## config.mk

```make
export PLATFORM = sky130hd
export DESIGN_NAME = tcs_sequencer
export DESIGN_NICKNAME = d
export VERILOG_FILES = /design/src/include/tcs_pkg.sv /design/src/rtl/tcs_sequencer.sv /design/src/rtl/tcs_scan_pick.sv /design/src/rtl/tcs_settle_timer.sv
export SDC_FILE = /design/constraint.sdc
export NUM_CORES = 2
export LEC_CHECK = 0
export BUFFER_PORTS_ARGS = -buffer_cell sky130_fd_sc_hd__buf_2
export CAP_MARGIN = 5
export CORE_MARGIN = 3
export CORE_UTILIZATION = 25
export DETAILED_ROUTE_END_ITERATION = 10
export GPL_TIMING_DRIVEN = 0
export MAX_ROUTING_LAYER = met4
export PLACE_DENSITY = 0.46
export SYNTH_ARGS = -nofsm -noshare
export SYNTH_HDL_FRONTEND = slang
export SYNTH_SLANG_ARGS = --single-unit
export TNS_END_PERCENT = 20
```

## constraint.sdc

```tcl
create_clock -name clk -period 36 [get_ports clk]
set_input_delay 1.8 -clock clk [delete_from_list [all_inputs] [get_ports clk]]
set_output_delay 1.8 -clock clk [all_outputs]
set_load 0.005 [all_outputs]
```

## src/include/tcs_pkg.sv

```systemverilog
// shared constants, types and decoders of the temperature conversion sequencer
package tcs_pkg;

  // ************************************************************
  // sizes
  // ************************************************************
  localparam int NCH = 20;
  localparam int CH_W = 5;
  localparam int ADDR_W = 12;
  localparam int IDX_W = 10;

  // ************************************************************
  // register indices (byte address = 4 * index)
  // ************************************************************
  localparam logic [IDX_W-1:0] IDX_CMD = 10'h000;
  localparam logic [IDX_W-1:0] IDX_GCFG = 10'h0F0;
  localparam logic [IDX_W-1:0] IDX_MASK_RSVD = 10'h0F4;
  localparam logic [IDX_W-1:0] IDX_MASK_HI = 10'h0F5;
  localparam logic [IDX_W-1:0] IDX_MASK_MID = 10'h0F6;
  localparam logic [IDX_W-1:0] IDX_MASK_LO = 10'h0F7;
  localparam logic [IDX_W-1:0] IDX_STATUS = 10'h0F8;
  localparam logic [IDX_W-1:0] IDX_DELAY = 10'h0FF;
  localparam logic [IDX_W-1:0] IDX_RES_BASE = 10'h010;
  localparam logic [IDX_W-1:0] IDX_CFG_BASE = 10'h100;

  // ************************************************************
  // fields and values
  // ************************************************************
  localparam logic [7:0] CMD_SLEEP = 8'h97;
  localparam int CMD_START_BIT = 7;
  localparam logic [1:0] CMD_MODE_START = 2'h0;
  localparam logic [1:0] FILT_BOTH = 2'h0;
  localparam logic [1:0] FILT_60 = 2'h1;
  localparam logic [1:0] FILT_50 = 2'h2;
  localparam int GCFG_UNITS_BIT = 3;
  localparam logic [7:0] GCFG_RESET = 8'h00;
  localparam int CFG_ASSIGNED = 0;
  localparam int CFG_TYPE_LSB = 1;
  localparam int CFG_OPT = 3;
  localparam int CFG_CJ3 = 4;
  localparam logic [1:0] SENS_TC = 2'h0;
  localparam logic [1:0] SENS_RTD = 2'h1;
  localparam logic [1:0] SENS_THERM = 2'h2;
  localparam logic [1:0] SENS_DIODE = 2'h3;
  localparam int RES_OC_BIT = 31;
  localparam int RES_LATE_BIT = 30;
  localparam int RES_VALID_BIT = 24;
  localparam int ST_BUSY = 0;
  localparam int ST_ASLEEP = 1;
  localparam int ST_SLEEP_PEND = 2;

  // ************************************************************
  // timing, times in microseconds at the clock rate
  // ************************************************************
  localparam int unsigned CLK_MHZ = 125;
  localparam int unsigned T_SETTLE_US = 1000;
  localparam int unsigned T_STEP_US = 100;
  localparam int unsigned T_OC_US = 8000;
  localparam int unsigned T_MAX2_US = 167200;
  localparam int unsigned T_MAX3_US = 251000;
  localparam int unsigned SETTLE_CYC = T_SETTLE_US * CLK_MHZ;
  localparam int unsigned STEP_CYC = T_STEP_US * CLK_MHZ;
  localparam int unsigned OC_CYC = T_OC_US * CLK_MHZ;
  localparam int unsigned MAX2_CYC = T_MAX2_US * CLK_MHZ;
  localparam int unsigned MAX3_CYC = T_MAX3_US * CLK_MHZ;

  typedef enum logic [2:0] {
    S_IDLE, S_PICK, S_SETTLE, S_CONVERT, S_STORE, S_ASLEEP
  } tcs_state_t;

  // conversion cycles one result needs
  function automatic logic [1:0] tcs_cycles(input logic [7:0] cfg);
    logic [1:0] kind;
    kind = cfg[CFG_TYPE_LSB +: 2];
    if ((kind == SENS_TC && (cfg[CFG_OPT] || cfg[CFG_CJ3])) ||
        (kind == SENS_THERM && cfg[CFG_OPT]) || (kind == SENS_DIODE && cfg[CFG_OPT]))
      return 2'h3;
    return 2'h2;
  endfunction : tcs_cycles

endpackage : tcs_pkg

```

## src/rtl/tcs_sequencer.sv

```systemverilog
// conversion sequencer with apb registers, scan, sleep and completion pin
// Behaviour
// [RULE_01] normal result uses two conversion cycles; late past 167.2ms is flagged
// [RULE_02] three-cycle result still does the full three cycles; limit 251ms
// [RULE_03] open-circuit option: 8ms test pulse and settle cycle, then two cycles
// [RULE_04] broken thermocouple in test cycle reports open-circuit fault in result
// [RULE_05] thermistor autorange: test current first, best current chosen, two more cycles
// [RULE_06] thermocouple with three-cycle cold junction takes three cycles
// [RULE_07] three-reading diode uses three ratioed currents; two-reading uses two
// [RULE_08] start command with channel 1..20 converts that channel
// [RULE_09] start command with channel 0 scans every masked channel
// [RULE_10] scan goes from highest channel down to lowest
// [RULE_11] completion pin low from start until all conversions finish
// [RULE_12] masked channel without assignment is skipped
// [RULE_13] each result lands in its channel's result location
// [RULE_14] writing 0x97 to command requests sleep on next chip-select rise
// [RULE_15] sleep ends on chip-select low or reset, then start-up begins
// [RULE_16] before every cycle reconfigure switches and wait about 1ms
// [RULE_17] extra settle equals delay byte times 100us, at most 25.5ms
// [RULE_18] scan mask holds one bit per channel over three locations
// [RULE_19] filter field: 0 both, 1 enhanced 60Hz, 2 enhanced 50Hz
// [RULE_20] units bit 3 selects Fahrenheit, clear means Celsius
// [RULE_21] host writes zero to all other global configuration bits
// [RULE_22] extra delay applies before every cycle, also within scans
// [RULE_23] start commands ignored while busy, accepted again once pin is high
`timescale 1ns/1ps
module tcs_sequencer
  import tcs_pkg::*;
#(
  parameter int unsigned SETTLE_CYC = tcs_pkg::SETTLE_CYC,
  parameter int unsigned STEP_CYC = tcs_pkg::STEP_CYC,
  parameter int unsigned OC_CYC = tcs_pkg::OC_CYC,
  parameter int unsigned MAX2_CYC = tcs_pkg::MAX2_CYC,
  parameter int unsigned MAX3_CYC = tcs_pkg::MAX3_CYC
) (
  // clock and reset
  input logic clk,
  input logic rst,
  // apb slave
  input logic psel,
  input logic penable,
  input logic pwrite,
  input logic [tcs_pkg::ADDR_W-1:0] paddr,
  input logic [31:0] pwdata,
  output logic [31:0] prdata,
  output logic pready,
  output logic pslverr,
  // pins
  input logic csN,
  output logic doneN,
  output logic sleepMode,
  output logic startUp,
  // analog front end
  output logic convStart,
  output logic [tcs_pkg::CH_W-1:0] convChan,
  output logic [1:0] convPhase,
  output logic [1:0] exciteSel,
  output logic testCurrent,
  output logic [1:0] filterSel,
  output logic fahrenheit,
  input logic convDone,
  input logic [23:0] convData,
  input logic convFault
);
  import tcs_pkg::*;

  if (OC_CYC < 1 || MAX2_CYC < 1 || MAX3_CYC < MAX2_CYC) begin : g_badTime
    $error("timing counts out of range");
  end

  // ************************************************************
  // register file
  // ************************************************************
  logic [7:0] cmd_reg;
  logic [7:0] gcfg_reg;
  logic [3:0] maskHi_reg;
  logic [7:0] maskMid_reg;
  logic [7:0] maskLo_reg;
  logic [7:0] delay_reg;
  logic [7:0] chCfg_reg [1:NCH];
  logic [31:0] result_reg [1:NCH];

  tcs_state_t state_reg;
  logic [CH_W-1:0] chan_reg;
  logic [NCH:1] pending_reg;
  logic [1:0] nCyc_reg;
  logic ocFault_reg;
  logic late_reg;
  logic [23:0] lastData_reg;
  logic [31:0] elapsed_reg;
  logic [31:0] budget_reg;
  logic [31:0] ocCnt_reg;
  logic sleepPend_reg;
  logic booted_reg;
  logic csMeta_reg;
  logic csSync_reg;
  logic csPrev_reg;

  logic [IDX_W-1:0] idx;
  logic access;
  logic mapped;
  logic wrEn;
  logic cmdWrite;
  logic startReq;
  logic sleepReq;
  logic [NCH:1] maskVec;
  logic [NCH:1] assignedVec;
  logic [NCH:1] oneHot;
  logic pickFound;
  logic [CH_W-1:0] pickCh;
  logic tStart;
  logic tBusy;
  logic csRise;
  logic [7:0] curCfg;
  logic [1:0] curKind;
  logic isOcTest;

  function automatic logic inRange(input logic [IDX_W-1:0] i, input logic [IDX_W-1:0] base);
    return (i > base) && (i <= base + IDX_W'(NCH));
  endfunction : inRange

  function automatic logic [CH_W-1:0] idxCh(input logic [IDX_W-1:0] i,
                                           input logic [IDX_W-1:0] base);
    return CH_W'(i - base);
  endfunction : idxCh

  // larger test reading means higher resistance, so a lower current code is chosen
  function automatic logic [1:0] bestCurrent(input logic [23:0] d);
    if (d[22]) return 2'h0;
    if (d[19]) return 2'h1;
    return 2'h2;
  endfunction : bestCurrent

  assign idx = paddr[ADDR_W-1:2];
  assign access = psel && penable;
  assign mapped = (paddr[1:0] == 2'h0) &&
    (idx == IDX_CMD || idx == IDX_GCFG || idx == IDX_MASK_RSVD || idx == IDX_MASK_HI ||
     idx == IDX_MASK_MID || idx == IDX_MASK_LO || idx == IDX_STATUS || idx == IDX_DELAY ||
     inRange(idx, IDX_RES_BASE) || inRange(idx, IDX_CFG_BASE));
  assign pready = 1'b1;
  assign pslverr = access && !mapped;
  assign wrEn = access && pwrite && mapped;
  assign cmdWrite = wrEn && idx == IDX_CMD;
  assign startReq = cmdWrite && state_reg == S_IDLE && pwdata[CMD_START_BIT] && // RULE_23
    pwdata[6:5] == CMD_MODE_START && pwdata[4:0] <= CH_W'(NCH);
  assign sleepReq = cmdWrite && state_reg == S_IDLE && pwdata[7:0] == CMD_SLEEP; // RULE_14
  assign maskVec = {maskHi_reg, maskMid_reg, maskLo_reg}; // RULE_18
  assign filterSel = gcfg_reg[1:0]; // RULE_19
  assign fahrenheit = gcfg_reg[GCFG_UNITS_BIT]; // RULE_20

  always_comb begin
    for (int i = 1; i <= NCH; i++) begin
      assignedVec[i] = chCfg_reg[i][CFG_ASSIGNED];
      oneHot[i] = (pwdata[4:0] == CH_W'(i));
    end
  end

  // reserved and other global bits are kept as written
  always_ff @(posedge clk or posedge rst) begin
    if (rst) begin
      gcfg_reg <= GCFG_RESET;
      maskHi_reg <= 4'h0;
      maskMid_reg <= 8'h00;
      maskLo_reg <= 8'h00;
      delay_reg <= 8'h00;
      for (int i = 1; i <= NCH; i++) begin
        chCfg_reg[i] <= 8'h00;
      end
    end else if (wrEn) begin
      if (idx == IDX_GCFG) gcfg_reg <= pwdata[7:0];
      if (idx == IDX_MASK_HI) maskHi_reg <= pwdata[3:0];
      if (idx == IDX_MASK_MID) maskMid_reg <= pwdata[7:0];
      if (idx == IDX_MASK_LO) maskLo_reg <= pwdata[7:0];
      if (idx == IDX_DELAY) delay_reg <= pwdata[7:0];
      if (inRange(idx, IDX_CFG_BASE)) chCfg_reg[idxCh(idx, IDX_CFG_BASE)] <= pwdata[7:0];
    end
  end

  always_ff @(posedge clk or posedge rst) begin
    if (rst) begin
      cmd_reg <= 8'h00;
    end else if (startReq || sleepReq) begin
      cmd_reg <= pwdata[7:0];
    end
  end

  // read data captured in setup, so it stands through a zero-wait access
  always_ff @(posedge clk or posedge rst) begin
    if (rst) begin
      prdata <= 32'h0;
    end else if (psel && !penable) begin
      prdata <= 32'h0;
      if (idx == IDX_CMD) prdata <= {24'h0, cmd_reg};
      if (idx == IDX_GCFG) prdata <= {24'h0, gcfg_reg};
      if (idx == IDX_MASK_HI) prdata <= {28'h0, maskHi_reg};
      if (idx == IDX_MASK_MID) prdata <= {24'h0, maskMid_reg};
      if (idx == IDX_MASK_LO) prdata <= {24'h0, maskLo_reg};
      if (idx == IDX_DELAY) prdata <= {24'h0, delay_reg};
      if (idx == IDX_STATUS) begin
        prdata[ST_BUSY] <= !doneN;
        prdata[ST_ASLEEP] <= sleepMode;
        prdata[ST_SLEEP_PEND] <= sleepPend_reg;
      end
      if (inRange(idx, IDX_RES_BASE)) prdata <= result_reg[idxCh(idx, IDX_RES_BASE)]; // RULE_13
      if (inRange(idx, IDX_CFG_BASE)) prdata <= {24'h0, chCfg_reg[idxCh(idx, IDX_CFG_BASE)]};
      if (paddr[1:0] != 2'h0) prdata <= 32'h0;
    end
  end

  // ************************************************************
  // chip-select synchroniser
  // ************************************************************
  always_ff @(posedge clk or posedge rst) begin
    if (rst) begin
      csMeta_reg <= 1'b1;
      csSync_reg <= 1'b1;
      csPrev_reg <= 1'b1;
    end else begin
      csMeta_reg <= csN;
      csSync_reg <= csMeta_reg;
      csPrev_reg <= csSync_reg;
    end
  end
  assign csRise = csSync_reg && !csPrev_reg;

  // ************************************************************
  // sequencing
  // ************************************************************
  assign curCfg = chCfg_reg[chan_reg];
  assign curKind = curCfg[CFG_TYPE_LSB +: 2];
  assign isOcTest = curKind == SENS_TC && curCfg[CFG_OPT] && convPhase == 2'h0;
  assign tStart = (state_reg == S_PICK && pickFound) || // RULE_22
    (state_reg == S_CONVERT && convDone && convPhase != nCyc_reg - 2'h1);

  tcs_scan_pick #(.NCH(NCH), .CH_W(CH_W)) u_pick (
    .pending(pending_reg),
    .found(pickFound),
    .pickCh(pickCh)
  );

  tcs_settle_timer #(.BASE_CYC(SETTLE_CYC), .STEP_CYC(STEP_CYC)) u_settle (
    .clk(clk),
    .rst(rst),
    .start(tStart),
    .extraSteps(delay_reg),
    .busy(tBusy)
  );

  always_ff @(posedge clk or posedge rst) begin
    if (rst) begin
      state_reg <= S_IDLE;
      chan_reg <= '0;
      pending_reg <= '0;
      nCyc_reg <= 2'h2;
      convPhase <= 2'h0;
      exciteSel <= 2'h0;
      convStart <= 1'b0;
      doneN <= 1'b1;
      ocFault_reg <= 1'b0;
      lastData_reg <= 24'h0;
      budget_reg <= 32'h0;
      sleepMode <= 1'b0;
    end else begin
      convStart <= 1'b0;
      unique case (state_reg)
        S_IDLE: begin
          if (startReq) begin
            // a single channel with no assignment simply finds nothing
            pending_reg <= (pwdata[4:0] == '0) ? (maskVec & assignedVec) // RULE_09 RULE_12
                                               : (oneHot & assignedVec); // RULE_08
            doneN <= 1'b0; // RULE_11
            state_reg <= S_PICK;
          end else if (sleepPend_reg && csRise) begin
            sleepMode <= 1'b1; // RULE_14
            state_reg <= S_ASLEEP;
          end
        end
        S_PICK: begin
          if (pickFound) begin
            chan_reg <= pickCh; // RULE_10
            nCyc_reg <= tcs_cycles(chCfg_reg[pickCh]); // RULE_06 RULE_07
            budget_reg <= (tcs_cycles(chCfg_reg[pickCh]) == 2'h3) ? 32'(MAX3_CYC) // RULE_02
                                                                  : 32'(MAX2_CYC); // RULE_01
            convPhase <= 2'h0;
            exciteSel <= 2'h0;
            ocFault_reg <= 1'b0;
            state_reg <= S_SETTLE;
          end else begin
            doneN <= 1'b1; // RULE_11
            state_reg <= S_IDLE;
          end
        end
        S_SETTLE: begin
          if (!tBusy && !testCurrent) begin
            convStart <= 1'b1; // RULE_16
            state_reg <= S_CONVERT;
          end
        end
        S_CONVERT: begin
          if (convDone) begin
            lastData_reg <= convData;
            if (isOcTest && convFault) ocFault_reg <= 1'b1; // RULE_04
            if (curKind == SENS_THERM && curCfg[CFG_OPT] && convPhase == 2'h0) begin
              exciteSel <= bestCurrent(convData); // RULE_05
            end
            if (curKind == SENS_DIODE) exciteSel <= convPhase + 2'h1; // RULE_07
            if (convPhase == nCyc_reg - 2'h1) begin
              state_reg <= S_STORE;
            end else begin
              convPhase <= convPhase + 2'h1; // RULE_01 RULE_03
              state_reg <= S_SETTLE;
            end
          end
        end
        S_STORE: begin
          pending_reg[chan_reg] <= 1'b0;
          state_reg <= S_PICK;
        end
        S_ASLEEP: begin
          if (!csSync_reg) begin
            sleepMode <= 1'b0; // RULE_15
            state_reg <= S_IDLE;
          end
        end
      endcase
    end
  end
  assign convChan = chan_reg;

  // result word: faults on top, valid marker, last reading below
  always_ff @(posedge clk or posedge rst) begin
    if (rst) begin
      for (int i = 1; i <= NCH; i++) begin
        result_reg[i] <= 32'h0;
      end
    end else if (state_reg == S_STORE) begin
      result_reg[chan_reg] <= {8'h00, lastData_reg}; // RULE_13
      result_reg[chan_reg][RES_VALID_BIT] <= 1'b1;
      result_reg[chan_reg][RES_OC_BIT] <= ocFault_reg; // RULE_04
      result_reg[chan_reg][RES_LATE_BIT] <= late_reg; // RULE_01 RULE_02
    end
  end

  // output-time watchdog per result
  always_ff @(posedge clk or posedge rst) begin
    if (rst) begin
      elapsed_reg <= 32'h0;
      late_reg <= 1'b0;
    end else if (state_reg == S_PICK) begin
      elapsed_reg <= 32'h0;
      late_reg <= 1'b0;
    end else if (state_reg == S_SETTLE || state_reg == S_CONVERT) begin
      elapsed_reg <= elapsed_reg + 32'h1;
      if (elapsed_reg >= budget_reg) late_reg <= 1'b1; // RULE_01 RULE_02
    end
  end

  // open-circuit test pulse runs inside the first settle window
  always_ff @(posedge clk or posedge rst) begin
    if (rst) begin
      ocCnt_reg <= 32'h0;
      testCurrent <= 1'b0;
    end else if (state_reg == S_PICK && pickFound && chCfg_reg[pickCh][CFG_OPT] &&
                 chCfg_reg[pickCh][CFG_TYPE_LSB +: 2] == SENS_TC) begin
      ocCnt_reg <= 32'(OC_CYC); // RULE_03
      testCurrent <= 1'b1;
    end else if (ocCnt_reg > 32'h1) begin
      ocCnt_reg <= ocCnt_reg - 32'h1;
    end else begin
      ocCnt_reg <= 32'h0;
      testCurrent <= 1'b0;
    end
  end

  // sleep request waits for the chip-select rise; start-up pulses after reset or wake
  always_ff @(posedge clk or posedge rst) begin
    if (rst) begin
      sleepPend_reg <= 1'b0;
      booted_reg <= 1'b0;
      startUp <= 1'b0;
    end else begin
      booted_reg <= 1'b1;
      startUp <= !booted_reg || (state_reg == S_ASLEEP && !csSync_reg); // RULE_15
      if (sleepReq) sleepPend_reg <= 1'b1; // RULE_14
      else if (state_reg == S_IDLE && csRise) sleepPend_reg <= 1'b0;
    end
  end

  // ************************************************************
  // checks
  // ************************************************************
  property p_pinLowWhileBusy;
    @(posedge clk) disable iff (rst)
    (state_reg inside {S_SETTLE, S_CONVERT, S_STORE}) |-> !doneN;
  endproperty
  a_pinLowWhileBusy: assert property (p_pinLowWhileBusy) else $error("done pin high while busy"); // RULE_11

  property p_busyIgnoresStart;
    @(posedge clk) disable iff (rst)
    (state_reg != S_IDLE && cmdWrite) |=> (pending_reg & ~$past(pending_reg)) == '0;
  endproperty
  a_busyIgnoresStart: assert property (p_busyIgnoresStart) else $error("start taken busy"); // RULE_23

  property p_onlyAssigned;
    @(posedge clk) disable iff (rst)
    convStart |-> chCfg_reg[chan_reg][CFG_ASSIGNED];
  endproperty
  a_onlyAssigned: assert property (p_onlyAssigned) else $error("unassigned channel converted"); // RULE_12

  property p_descending;
    @(posedge clk) disable iff (rst)
    (state_reg == S_STORE) ##1 (state_reg == S_PICK && pickFound) |-> pickCh < $past(chan_reg);
  endproperty
  a_descending: assert property (p_descending) else $error("scan order not descending"); // RULE_10

  property p_convertAfterSettle;
    @(posedge clk) disable iff (rst)
    convStart |-> $past(state_reg) == S_SETTLE && !$past(tBusy) && !$past(testCurrent);
  endproperty
  a_convertAfterSettle: assert property (p_convertAfterSettle) else $error("no settle"); // RULE_16

  property p_ocFaultStored;
    @(posedge clk) disable iff (rst)
    (state_reg == S_STORE && ocFault_reg) |=> result_reg[$past(chan_reg)][RES_OC_BIT];
  endproperty
  a_ocFaultStored: assert property (p_ocFaultStored) else $error("open fault not stored"); // RULE_04

  property p_sleepEntry;
    @(posedge clk) disable iff (rst)
    (state_reg == S_IDLE && !startReq && sleepPend_reg && csRise) |=>
      sleepMode && state_reg == S_ASLEEP;
  endproperty
  a_sleepEntry: assert property (p_sleepEntry) else $error("sleep not entered"); // RULE_14

  property p_wake;
    @(posedge clk) disable iff (rst)
    (state_reg == S_ASLEEP && !csSync_reg) |=> (state_reg == S_IDLE && startUp && !sleepMode);
  endproperty
  a_wake: assert property (p_wake) else $error("no wake on chip select low"); // RULE_15

  // conversion starts counted per result, apart from the phase counter
  logic [1:0] nConv_reg;
  always_ff @(posedge clk or posedge rst) begin
    if (rst) begin
      nConv_reg <= 2'h0;
    end else if (state_reg == S_PICK) begin
      nConv_reg <= 2'h0;
    end else if (convStart) begin
      nConv_reg <= nConv_reg + 2'h1;
    end
  end

  property p_cycleCount;
    @(posedge clk) disable iff (rst)
    (state_reg == S_STORE) |-> nConv_reg == nCyc_reg;
  endproperty
  a_cycleCount: assert property (p_cycleCount) else $error("wrong cycle count"); // RULE_03
endmodule : tcs_sequencer

```

## src/rtl/tcs_scan_pick.sv

```systemverilog
// picks the highest-numbered pending channel
`timescale 1ns/1ps
module tcs_scan_pick #(
  parameter int NCH = tcs_pkg::NCH,
  parameter int CH_W = tcs_pkg::CH_W
) (
  // pending channels
  input logic [NCH:1] pending,
  // choice
  output logic found,
  output logic [CH_W-1:0] pickCh
);
  if (NCH < 1 || NCH >= (1 << CH_W)) begin : g_badSize
    $error("channel count does not fit the channel field");
  end

  // ascending loop, so the last hit is the highest channel
  always_comb begin
    found = 1'b0;
    pickCh = '0;
    for (int i = 1; i <= NCH; i++) begin
      if (pending[i]) begin
        found = 1'b1;
        pickCh = CH_W'(i);
      end
    end
  end
endmodule : tcs_scan_pick

```

## src/rtl/tcs_settle_timer.sv

```systemverilog
// settling delay: fixed part plus programmable steps
`timescale 1ns/1ps
module tcs_settle_timer #(
  parameter int unsigned BASE_CYC = tcs_pkg::SETTLE_CYC,
  parameter int unsigned STEP_CYC = tcs_pkg::STEP_CYC
) (
  // clock and reset
  input logic clk,
  input logic rst,
  // control
  input logic start,
  input logic [7:0] extraSteps,
  output logic busy
);
  if (BASE_CYC < 1 || STEP_CYC < 1) begin : g_badTime
    $error("settling counts must be at least one cycle");
  end

  logic [31:0] cnt_reg;
  logic [31:0] load;

  assign load = 32'(BASE_CYC) + 32'(extraSteps) * 32'(STEP_CYC);
  assign busy = (cnt_reg != 32'h0);

  always_ff @(posedge clk or posedge rst) begin
    if (rst) begin
      cnt_reg <= 32'h0;
    end else if (start) begin
      cnt_reg <= load; // RULE_17
    end else if (cnt_reg != 32'h0) begin
      cnt_reg <= cnt_reg - 32'h1;
    end
  end

  property p_loadDelay;
    @(posedge clk) disable iff (rst)
    start |=> cnt_reg == 32'(BASE_CYC) + 32'($past(extraSteps)) * 32'(STEP_CYC);
  endproperty
  a_loadDelay: assert property (p_loadDelay) else $error("settle delay loaded wrong"); // RULE_17

  property p_countsDown;
    @(posedge clk) disable iff (rst)
    (busy && !start) |=> cnt_reg == $past(cnt_reg) - 32'h1;
  endproperty
  a_countsDown: assert property (p_countsDown) else $error("settle count not falling"); // RULE_16
endmodule : tcs_settle_timer

```

==> impl_metrics.toml <==
[power]
power_density_nw_per_um2 = 56.6
ir_drop_uv = 42.5
p_leak_nw = 25.2

[timing]
finalSetupViolCount = 0
hold_slack_ns = 0.363
finalMaxSlewViolations = 0
hold_viol = 0
finalCritPeriodShare = 0.169
period_minus_slack_ns = 6.10
rsz0062_at_grt = "false"
max_clock_freq_mhz = 164
worst_clock_skew_ns = 0.0723
slew_headroom = 0.0614
worst_pin_slew_ns = 1.41

[finish]
stdcell_count = 6518
area_growth_pct = 16.7
seqCellArea_sq_um = 23500
largest_reg_flops = 540
fillers = 19236
multi_input_area_sq_um = 22300
final_cell_area_sq_um = 55100
final_common_cell = "dfrtp_1"
layout_common_cells = "dfrtp_1 (934), mux2_2 (773), clkbuf_1 (213), nand2_1 (206), mux4_2 (178)"
drive_gt1_frac = 0.336
fin_nets = 4113

[outcome]
status = "finished, final reports clean"

[synthesis]
synth_area_leaders = "dfrtp_1 (50%), mux2_2 (18%), mux4_2 (8.5%)"
yosysTopAreaCell = "dfrtp_1"
synth_top_flop_cell = "dfrtp_1"
syn_area_sq_um = 47200
yosys_warnings = 0
synth.top_cell.area_share = 0.495
synth.ff_latch_count = 938
async_flop_share = 1.00
synth_edf_count = 0
yosysUniqueCellTypes = 88
syn_area_per_cell_sq_um = 12.7
synth-seq-area-share = 0.497
synth_cells = 3717

[place]
place.port_buffers = 93
place_area_sq_um = 51200
gp_congestion = 0.925
dp_hpwl_um = 116000
dp_cells = 6314

[clock_tree]
ctsResizeCount = 0
cts_setup_buffers = 0
numCtsBuffers = 108
htree_levels = 3
cts.clk_slew.worst_paths_ns = 0.06
cts_root_buf = "clkbuf_16"
cts_sinks = 938
worstSkewPairLatency_ns = 0.78
cts_tree = "built"
cts_max_path_buffers = 3
cts_hold_buf = 0

[setup_path]
cp_data_required_time_ns = 36.60
worst_setup_path_start_kind = "primary input"
endpoint_kind = "flip-flop"
arrival_ns = 6.69
worstSetupPathType = "in -> reg"
cp_max_fo = 10

[route]
drt-pass1-iter-count = 5
dr.first_iter.drc_count = 2438
drt_wl_total_um = 164000
via_per_inst = 4.97
via_count = 32405
drc = 0
wl_per_cell_um = 25.1
ant_nets = 0

[floorplanning]
rows = 158
coreArea_sq_um = 187000
start_util = 0.253
die_w_um = 441
die_h_um = 441
dieArea_sq_um = 194000
ioPinCount = 127

[global_routing]
grt-ovfl-total = 0
antenna_found_initial = 7
grtUsageTotal = 0.173
grt_pass1_vias = 33332
grt_pass1_wl_um = 241000
grt_max_degree = 123

[hold_path]
hp-class = "reg -> reg"

[flow_run]
max_cap_violations = 0
==> layout make-up <==
type                       instances  share of cell area
clock buffer                     162              0.0588
antenna                            3            0.000136
buffer                           272              0.0203
timing repair buffer             114              0.0158
sequential                       938               0.426
clock inverter                    37              0.0110
inverter                          95             0.00661
multi-input combinational       2417               0.405
tap                             2480              0.0563
==> critical path, cell delays in order <==
cell and delay, ns:
buf_2 0.10, buf_2 0.35, buf_2 0.64, buf_1 0.87
buf_1 1.02, nand3_1 0.67, nor2_1 0.82, mux2_2 0.41
==> report_power, final <==
part           internal (mW)  switching (mW)
sequential              1.18          0.0859
clock                  0.696           0.486
combinational          0.252           0.412
==> final timing paths <==
path,start,endpoint,slack [ns],cells after the start
setup reg to reg,delay_reg[2],u_settle.cnt_reg[20],30.96,16
max in group asynchronous,rst,lastData_reg[19],32.95,5
hold reg to reg,csMeta_reg,csSync_reg,0.36,0
hold / removal,csMeta_reg,csSync_reg,0.36,0
setup / recovery,paddr[3],maskLo_reg[3],29.90,8
min in group asynchronous,rst,result_reg[193],1.08,2
==> Yosys cell counts, drive strengths merged (25+ instances only) <==
library cell,number
mux2,774
xnor2,51
nand2b,35
a22o,35
clkbuf,192
nor4,30
nand2,206
dfrtp,934
nor2,174
inv,94
or3,25
ha,79
nand3,61
mux4,178
buf,80
a21oi,116
a22oi,42
xor2,50
o21ai,122
nor3,56
==> routing by layer <==
layer	GRT usage	wire length, um
met1	0.227	73300
met2	0.279	78400
met3	0.0251	7070
met4	0.0496	5090
met5	-	0
==> logic make-up (layout without fill, tap and decap cells) <==
logic type,after synthesis,after routing,synth area share
muxes,971,971,0.274
DFF,938,938,0.497
and+or+nand+nor,730,730,0.0794
AOI/OAI and AO/OA,516,516,0.0734
buffers and inverters,367,680,0.0312
xor gates and xnor gates,101,101,0.0187
adders and majority gates,92,92,0.0262
other,2,10,0.000159
==> metrics by stage <==
step | setup TNS (ns) | utilization | worst slack, ns | power [mW]
final | 0 | 0.295 | 29.90 | 3.11
after global routing | 0 | 0.295 | 29.84 | 3.27
after CTS | 0 | 0.295 | 29.91 | 3.15
after detailed placement | 0 | 0.274 | 29.14 | 1.96
after global placement | -4452.79 | 0.272 | -4.90 | 1.95
after floorplan | 0 | - | 7.83 | 1.71
Power figures use the tool's default switching activity.
